<file path="src/sag_params.svh">
// constants of the shared analog gpio port: register indices, reset values, field positions
// assumes a 32-bit apb bus where each register takes one aligned word at byte address index*4
`ifndef SAG_PARAMS_SVH
`define SAG_PARAMS_SVH

// pins of the port
`define SAG_PINS 8
// register indices, byte address is four times the index
`define SAG_LATCH_IDX 12'h003
`define SAG_DIR_IDX 12'h00a
`define SAG_CONV_IDX 12'h00e
// reset values
`define SAG_LATCH_RST 8'h00
`define SAG_DIR_RST 8'h00
`define SAG_DIS_RST 1'h1
`define SAG_SEL_RST 3'h0
// converter control fields
`define SAG_SEL_LSB 0
`define SAG_WARN_BIT 5
`define SAG_BUSY_BIT 6
`define SAG_DIS_BIT 7
// pin groups sharing the port
`define SAG_ANA_LSB 2
`define SAG_ANA_CNT 6
`define SAG_KEY_LSB 4
`define SAG_KEY_CNT 4
`define SAG_TMR_CNT 2

`endif

</file>
<file path="src/sag_pkg.sv">
// types of the shared analog gpio port: apb carriers, register decode and the module state
// assumes sag_params.svh has been read before this package
package sag_pkg;

	// apb request from the bus master
	typedef struct packed {
		logic psel;
		logic penable;
		logic pwrite;
		logic [11:0] paddr;
		logic [31:0] pwdata;
	} sag_apb_req_s;

	// apb answer to the bus master
	typedef struct packed {
		logic [31:0] prdata;
		logic pready;
		logic pslverr;
	} sag_apb_rsp_s;

	// register that an address selects
	typedef enum logic [1:0] {
		SAG_REG_NONE,
		SAG_REG_LATCH,
		SAG_REG_DIR,
		SAG_REG_CONV
	} sag_reg_e;

	// state of the port apart from the channel select mirror
	typedef struct packed {
		logic [7:0] latch;
		logic [7:0] dir;
		logic anaDisable;
		logic [2:0] chanSel;
		logic writeWarn;
		logic [7:0] sync1;
		logic [7:0] sync2;
		logic [7:0] pinOut;
		logic [7:0] pinOe;
		logic [5:0] anaEn;
		logic [3:0] keyWake;
		logic [1:0] tmrIn;
		sag_apb_rsp_s rsp;
	} sag_state_s;

endpackage

</file>
<file path="src/sag_port.sv">
// eight-bit general purpose port whose pins are shared with converter, key wakeup and timer lines
// assumes apb master on clk, pins arriving asynchronously, converter and timer logic on clk
`timescale 1ns/1ps
`include "sag_params.svh"

module sag_port (
	// clock and reset
	input wire logic clk,
	input wire logic rst,
	// apb slave
	input wire sag_pkg::sag_apb_req_s apbReq,
	output sag_pkg::sag_apb_rsp_s apbRsp,
	// pad side, three signals per two-way pin
	input wire logic [7:0] pinIn,
	output logic [7:0] pinOut,
	output logic [7:0] pinOe,
	// converter side
	input wire logic adcBusy,
	output logic [5:0] analogEnable,
	output logic [2:0] analogChannelSelect,
	// key wakeup side
	output logic [3:0] keyWakeupLine,
	// timer counter side
	input wire logic [1:0] timerOutEn,
	input wire logic [1:0] timerOutVal,
	output logic [1:0] timerCounterPin
);

	// registered state and its next value
	sag_pkg::sag_state_s s_r;
	sag_pkg::sag_state_s s_nxt;
	// chan select mirror so the converter sees the same field
	logic [2:0] chanSel_r;

	// decoded access terms
	logic access;
	logic done;
	sag_pkg::sag_reg_e regHit;
	logic [7:0] claimNow;
	logic [7:0] claimNext;
	logic [7:0] readByte;
	logic [7:0] convByte;

	// map a byte address onto a register
	function automatic sag_pkg::sag_reg_e regDecode(input logic [11:0] addr);
		sag_pkg::sag_reg_e r;
		r = sag_pkg::SAG_REG_NONE;
		if (addr == 12'(`SAG_LATCH_IDX << 2)) begin
			r = sag_pkg::SAG_REG_LATCH;
		end else if (addr == 12'(`SAG_DIR_IDX << 2)) begin
			r = sag_pkg::SAG_REG_DIR;
		end else if (addr == 12'(`SAG_CONV_IDX << 2)) begin
			r = sag_pkg::SAG_REG_CONV;
		end
		return r;
	endfunction

	// pins taken by the converter: one channel, only while analog is enabled
	function automatic logic [7:0] anaClaim(input logic dis, input logic [2:0] sel);
		logic [7:0] c;
		c = 8'h00;
		if (!dis && (sel < 3'(`SAG_ANA_CNT))) begin
			c = 8'(8'h01 << (sel + 3'(`SAG_ANA_LSB)));
		end
		return c;
	endfunction

	// value a port read returns, bit by bit
	function automatic logic [7:0] portRead(input logic [7:0] latch, input logic [7:0] dir,
		input logic [7:0] claim, input logic [7:0] level);
		logic [7:0] v;
		v = 8'h00;
		for (int i = 0; i < `SAG_PINS; i++) begin
			if (claim[i]) begin
				v[i] = latch[i];
			end else if (dir[i]) begin
				v[i] = latch[i];
			end else begin
				v[i] = level[i];
			end
		end
		return v;
	endfunction

	// reset image of the state struct, the channel select mirror resets on its own
	function automatic sag_pkg::sag_state_s resetState();
		sag_pkg::sag_state_s z;
		z = '0;
		z.latch = `SAG_LATCH_RST;
		z.dir = `SAG_DIR_RST;
		z.anaDisable = `SAG_DIS_RST;
		z.chanSel = `SAG_SEL_RST;
		return z;
	endfunction

	// access and decode terms
	always_comb begin
		access = apbReq.psel & apbReq.penable;
		done = access & s_r.rsp.pready;
		regHit = regDecode(apbReq.paddr);
		claimNow = anaClaim(s_r.anaDisable, s_r.chanSel);
		readByte = portRead(s_r.latch, s_r.dir, claimNow, s_r.sync2);
		convByte = 8'h00;
		convByte[`SAG_DIS_BIT] = s_r.anaDisable;
		convByte[`SAG_BUSY_BIT] = adcBusy;
		convByte[`SAG_WARN_BIT] = s_r.writeWarn;
		convByte[`SAG_SEL_LSB +: 3] = s_r.chanSel;
	end

	// next state of the port
	always_comb begin
		s_nxt = s_r;
		// two-stage synchroniser on the pads, second stage feeds logic
		s_nxt.sync1 = pinIn;
		s_nxt.sync2 = s_r.sync1;
		// one wait state, then the answer; pready drops after it was seen
		s_nxt.rsp.pready = access & ~s_r.rsp.pready;
		s_nxt.rsp.pslverr = 1'b0;
		s_nxt.rsp.prdata = 32'h0;
		if (access && !s_r.rsp.pready) begin
			// read data and error are fixed one cycle before the sampling edge
			unique case (regHit)
				sag_pkg::SAG_REG_LATCH: begin
					s_nxt.rsp.prdata = {24'h0, readByte};
				end
				sag_pkg::SAG_REG_DIR: begin
					s_nxt.rsp.prdata = {24'h0, s_r.dir};
				end
				sag_pkg::SAG_REG_CONV: begin
					s_nxt.rsp.prdata = {24'h0, convByte};
				end
				sag_pkg::SAG_REG_NONE: begin
					// unmapped word answers zero with an error
					s_nxt.rsp.pslverr = 1'b1;
				end
			endcase
		end
		// writes land on the edge at which pready is sampled
		if (done && apbReq.pwrite) begin
			unique case (regHit)
				sag_pkg::SAG_REG_LATCH: begin
					// latch always takes the data, even on analog pins
					s_nxt.latch = apbReq.pwdata[7:0];
				end
				sag_pkg::SAG_REG_DIR: begin
					s_nxt.dir = apbReq.pwdata[7:0];
				end
				sag_pkg::SAG_REG_CONV: begin
					s_nxt.anaDisable = apbReq.pwdata[`SAG_DIS_BIT];
					s_nxt.chanSel = apbReq.pwdata[`SAG_SEL_LSB +: 3];
				end
				sag_pkg::SAG_REG_NONE: begin
					// nothing stored
				end
			endcase
		end
		// sticky warning of a port write during conversion, set beats clear
		if (done && apbReq.pwrite && (regHit == sag_pkg::SAG_REG_CONV) && apbReq.pwdata[`SAG_WARN_BIT]) begin
			s_nxt.writeWarn = 1'b0;
		end
		if (done && apbReq.pwrite && (regHit == sag_pkg::SAG_REG_LATCH) && adcBusy) begin
			s_nxt.writeWarn = 1'b1;
		end
		// pad drive follows the new register values
		claimNext = anaClaim(s_nxt.anaDisable, s_nxt.chanSel);
		s_nxt.pinOe = s_nxt.dir & ~claimNext;
		s_nxt.pinOut = s_nxt.latch & ~claimNext;
		for (int t = 0; t < `SAG_TMR_CNT; t++) begin
			// timer output replaces the latch value on the low pins when it is enabled, the enables still follow dir
			if (timerOutEn[t]) begin
				s_nxt.pinOut[t] = timerOutVal[t];
			end
		end
		s_nxt.anaEn = claimNext[`SAG_ANA_LSB +: `SAG_ANA_CNT];
		// wakeup lines see only pins left in input mode
		s_nxt.keyWake = s_r.sync2[`SAG_KEY_LSB +: `SAG_KEY_CNT] & ~s_nxt.dir[`SAG_KEY_LSB +: `SAG_KEY_CNT];
		s_nxt.tmrIn = s_r.sync2[0 +: `SAG_TMR_CNT];
	end

	// state register with synchronous reset
	always_ff @(posedge clk) begin
		if (rst) begin
			s_r <= resetState();
		end else begin
			s_r <= s_nxt;
		end
	end

	// converter channel select mirror
	always_ff @(posedge clk) begin
		if (rst) begin
			chanSel_r <= `SAG_SEL_RST;
		end else begin
			chanSel_r <= s_nxt.chanSel;
		end
	end

	// outputs straight from the state register, channel select from its mirror register
	assign apbRsp = s_r.rsp;
	assign pinOut = s_r.pinOut;
	assign pinOe = s_r.pinOe;
	assign analogEnable = s_r.anaEn;
	assign analogChannelSelect = chanSel_r;
	assign keyWakeupLine = s_r.keyWake;
	assign timerCounterPin = s_r.tmrIn;
endmodule

</file>
<file path="config.mk">
export PLATFORM = sky130hd
export DESIGN_NAME = sag_port
export DESIGN_NICKNAME = d
export VERILOG_FILES = /design/src/sag_pkg.sv /design/src/sag_port.sv
export VERILOG_INCLUDE_DIRS = /design/src
export SDC_FILE = /design/constraint.sdc
export NUM_CORES = 1
export LEC_CHECK = 0
export ABC_AREA = 1
export BUFFER_PORTS_ARGS = -buffer_cell sky130_fd_sc_hd__buf_4
export CELL_PAD_IN_SITES_DETAIL_PLACEMENT = 1
export CELL_PAD_IN_SITES_GLOBAL_PLACEMENT = 1
export CORE_ASPECT_RATIO = 0.7
export CORE_UTILIZATION = 36
export CTS_BUF_LIST = sky130_fd_sc_hd__clkbuf_8
export DETAILED_ROUTE_END_ITERATION = 16
export PLACE_DENSITY_LB_ADDON = 0.1
export SLEW_MARGIN = 30
export SYNTH_ARGS = -nofsm -noshare
export SYNTH_HDL_FRONTEND = slang
export SYNTH_SLANG_ARGS = --single-unit
</file>
<file path="constraint.sdc">
create_clock -name clk -period 2.7 [get_ports clk]
set_input_delay 0.54 -clock clk [delete_from_list [all_inputs] [get_ports clk]]
set_output_delay 0.54 -clock clk [all_outputs]
set_load 0.005 [all_outputs]
</file>
==> summary.md <==
| Metric | Value |
|---|---|
| Post-synth EDFFs | 0 |
| Post-Place Cells | 602 |
| Avg Inst Size Synth | between 7 and 8 µm² |
| Post-Syn Area | 3500 µm² |
| Hold crit path type | input port to flop |
| Final setup fails | 0 |
| Run status | complete, no violations |
| PostCTS Resize Cnt | 0 |
| R2r setup slk | about 540 ps |
| Placed cell areas | roughly 3800 µm² |
| Post-Syn Instances | approximately 440 |
| DP Worst Slack | between 150 and 200 ps |
| Routed Antenna Nets | 0 |
| # hold bufs at CTS | 0 |
| Clock buffer depth | 2 |
| CTS root buf | clkbuf_8 |
| Crit path depth | 12 |
| Tot GR Track Use | between 10% and 20% |
| First-pass GRT wire length | about 14000 µm |
| # port buffers | between 70 and 80 |
| Ys flop type | dfxtp_1 |
| Synth cell count leaders | 75 x dfxtp_1, 71 x inv_1, 66 x nand2_1 |
| Final cell count without fillers | 617 |
| WL final | 8460 µm |
| Avg WL per Cell | about 14 µm |
| Post-route cell area | about 4000 µm² |
| Fin crit share | between 70% and 80% |
| Worst r2r path cells | 12 |
| Via count | roughly 2700 |
| Initial antenna violation count | 0 |
| Fin. max-slew vios | 0 |
| Chip height | about 84 µm |
| Seq/Total Area, Yosys | a little over two fifths |
| Post-synth cell types | 34 |
| RR Startpoint | apbRsp[1]$_SDFF_PP0_ |
| Power per cell area | 507 nW/µm² |
| CP Data Required Time | approximately 3000 ps |
| Initial Utilization | 37.8% |
| Pleak | between 2 and 2.5 nW |
| Core ar. | between 9000 and 10000 µm² |
| Synth area leaders | dfxtp_1 43%, buf_4 14%, inv_1 7.6% |
| CP max stage delay | about 370 ps |
| Hold_sp | pinIn[4] |
| Post-CTS Setup Repair Bufs | 0 |
| IO Pins | ~130 |
| 1st-iter DRT viols | 127 |
| Final Hold Viols | 0 |
| Worst-path clk slew | about 70 ps |
| Num CTS Buffers | 9 |
| Setup slack after layout | roughly 540 ps |
| Worst-path cell chain | nand2_1 -> nor2_8 -> nand3_2 -> inv_1 -> or2_2 -> inv_1 -> a21oi_1 -> ha_1 -> nor2_4 -> inv_2 -> nor2_2 -> nor2_1 |
| H-tree level count | 3 |
| CP max-delay cell | dfxtp_1 |
| Yosys warns | 0 |
| Crit path top cell by count | inv_1 |
| Nets | between 500 and 600 |
| Die W | 120 µm |
| Area share of the largest cell type after synthesis | 42.9% |
| Cell family with most CP delay | simple AND/OR/NAND/NOR gates |
| Gr ovfl total | 0 |
| Routability cong. | 0.805 |
| Crit. End Element | flop |
| Most common cell in the netlist | dfxtp_1 |
| CP arrival | about 2400 ps |
| Seq cells post-synth | 75 |
| Max_cap viols | 0 |
| Post-DP HPWL | approximately 6600 µm |
| Worst-path maximum fanout | 9 |
| Maximum VDD drop | around 0.19 mV |
| FF-to-FF End | pinOut[3]$_SDFF_PP0_ |
| Diode count | 0 |
| Post-synth top area cell | dfxtp_1 |
| Util after Layout | between 40% and 50% |
| Vias in the first global route | between 2000 and 3000 |
| Startpoint types | flop |
| Fin crit period | 2160 ps |
| Highest clock rate | between 400 and 500 MHz |
| Share of layout cells above drive strength 1 | between 20 and 30% |
| Largest net degree at the start of global routing | 35 |
| Hold Crit Depth | 3 |
| Sum Neg Setup Slack | 0 ps |
| DRT Pass-1 Iters | 4 |
| Critical path class | flop to flop |
| Buffers plus inverters on the worst setup path | 3 |
| Die area | about 10000 µm² |
| Clk_skew | a little over 10 ps |
| Cell row count | 29 |
| DRC Markers | 0 |
| CTS tree | built |
| Worst-skew pair later-pin latency | approximately 360 ps |
| RSZ-0062 raised after global routing | false |
| Avg Vias per Cell | 4.34 |
| Sink Count | 75 |
| Fraction of registers with async set/reset | 0% |
| Fillers | 1169 |
| Area delta synth->final | 15.0% |
| Hold worst-path end | s_nxt[66]$_SDFF_PP0_ |
layer usage:
layer	routed length (µm)	global-route usage, %	part of all wire (%)	vias to the layer above
met1	4250	25.7	50	1218
met4	145	6.14	1.7	0
met3	538	5.37	6.4	15
met5	0	0	0	-
li1	-	-	-	1364
met2	3520	26.1	42	81
worst max path at each step:
stage | start | slack (ps) | end
after floorplan | apbReq[33] | 490 | pinOe[2]$_SDFF_PP0_
after global placement | apbReq[46] | 230 | pinOut[5]$_SDFF_PP0_
after detailed placement | apbReq[46] | 190 | pinOut[5]$_SDFF_PP0_
after CTS | apbRsp[1]$_SDFF_PP0_ | 520 | pinOut[3]$_SDFF_PP0_
after global routing | apbRsp[1]$_SDFF_PP0_ | 340 | pinOut[3]$_SDFF_PP0_
final | apbRsp[1]$_SDFF_PP0_ | 540 | pinOut[3]$_SDFF_PP0_
where the power goes:
group          total [mW]  internal, mW  switching, mW
Combinational       0.115        0.0526         0.0621
Sequential           1.13          1.12        0.00597
Clock               0.797         0.398          0.399
Total                2.04          1.57          0.467
state kept, by name, summed over array words and instances (netlist names):
register             count
analogChannelSelect      3
keyWakeupLine            4
s_nxt                   10
apbRsp                  10
pinOe                    8
pinOut                   8
timerCounterPin          2
s_r                     22
analogEnable             6
convByte                 2
tightest hold or removal path, cell delays in order:
cell and delay (ps):
buf_4 70, inv_1 30, nor2_1 60
cells by family (layout without fill, tap and decap cells):
kind of cell / Yosys count / after routing / synth area share, %
buffers and inverters: 150 / 176 / 23.1
AOI/OAI and AO/OA: 54 / 54 / 9.12
adders and majority gates: 2 / 2 / 0.715
and+or+nand+nor: 162 / 162 / 24.0
DFF: 75 / 75 / 42.9
other: 1 / 24 / 0.107
layout by cell type (no fill, tap or decap), types with 3 or more instances in the layout:
master,instances
dfxtp_1,75
nand2_1,66
inv_1,73
buf_4,82
o21ai_1,3
nand2_2,3
o211ai_1,13
inv_2,7
conb_1,24
nor3_2,7
o21ai_0,15
nor2_2,10
nand4_1,5
nand3_2,4
clkbuf_8,12
a31oi_1,3
a21oi_1,15
nand3_1,5
nand2_4,3
nor2_1,48
nor2_4,4
cell type report:
class	instances	area, µm²	share of cell area [%]
flip-flops and latches	75	1500	37.3
multi-input cells	242	1270	31.6
repair buffers	82	616	15.3
inverters	79	297	7.37
clock buffers	12	165	4.11
well taps	124	155	3.86
clock inverters	3	15.0	0.373
metrics by stage:
| stage | hold WS, ps | power [mW] |
|---|---|---|
| after floorplan | 388 | 1.23 |
| after CTS | 363 | 2.08 |
| final | 384 | 2.04 |
| after detailed placement | 398 | 1.27 |
| after global placement | 395 | 1.27 |
| after global routing | 368 | 2.15 |
(Power assumes the default switching activity.)
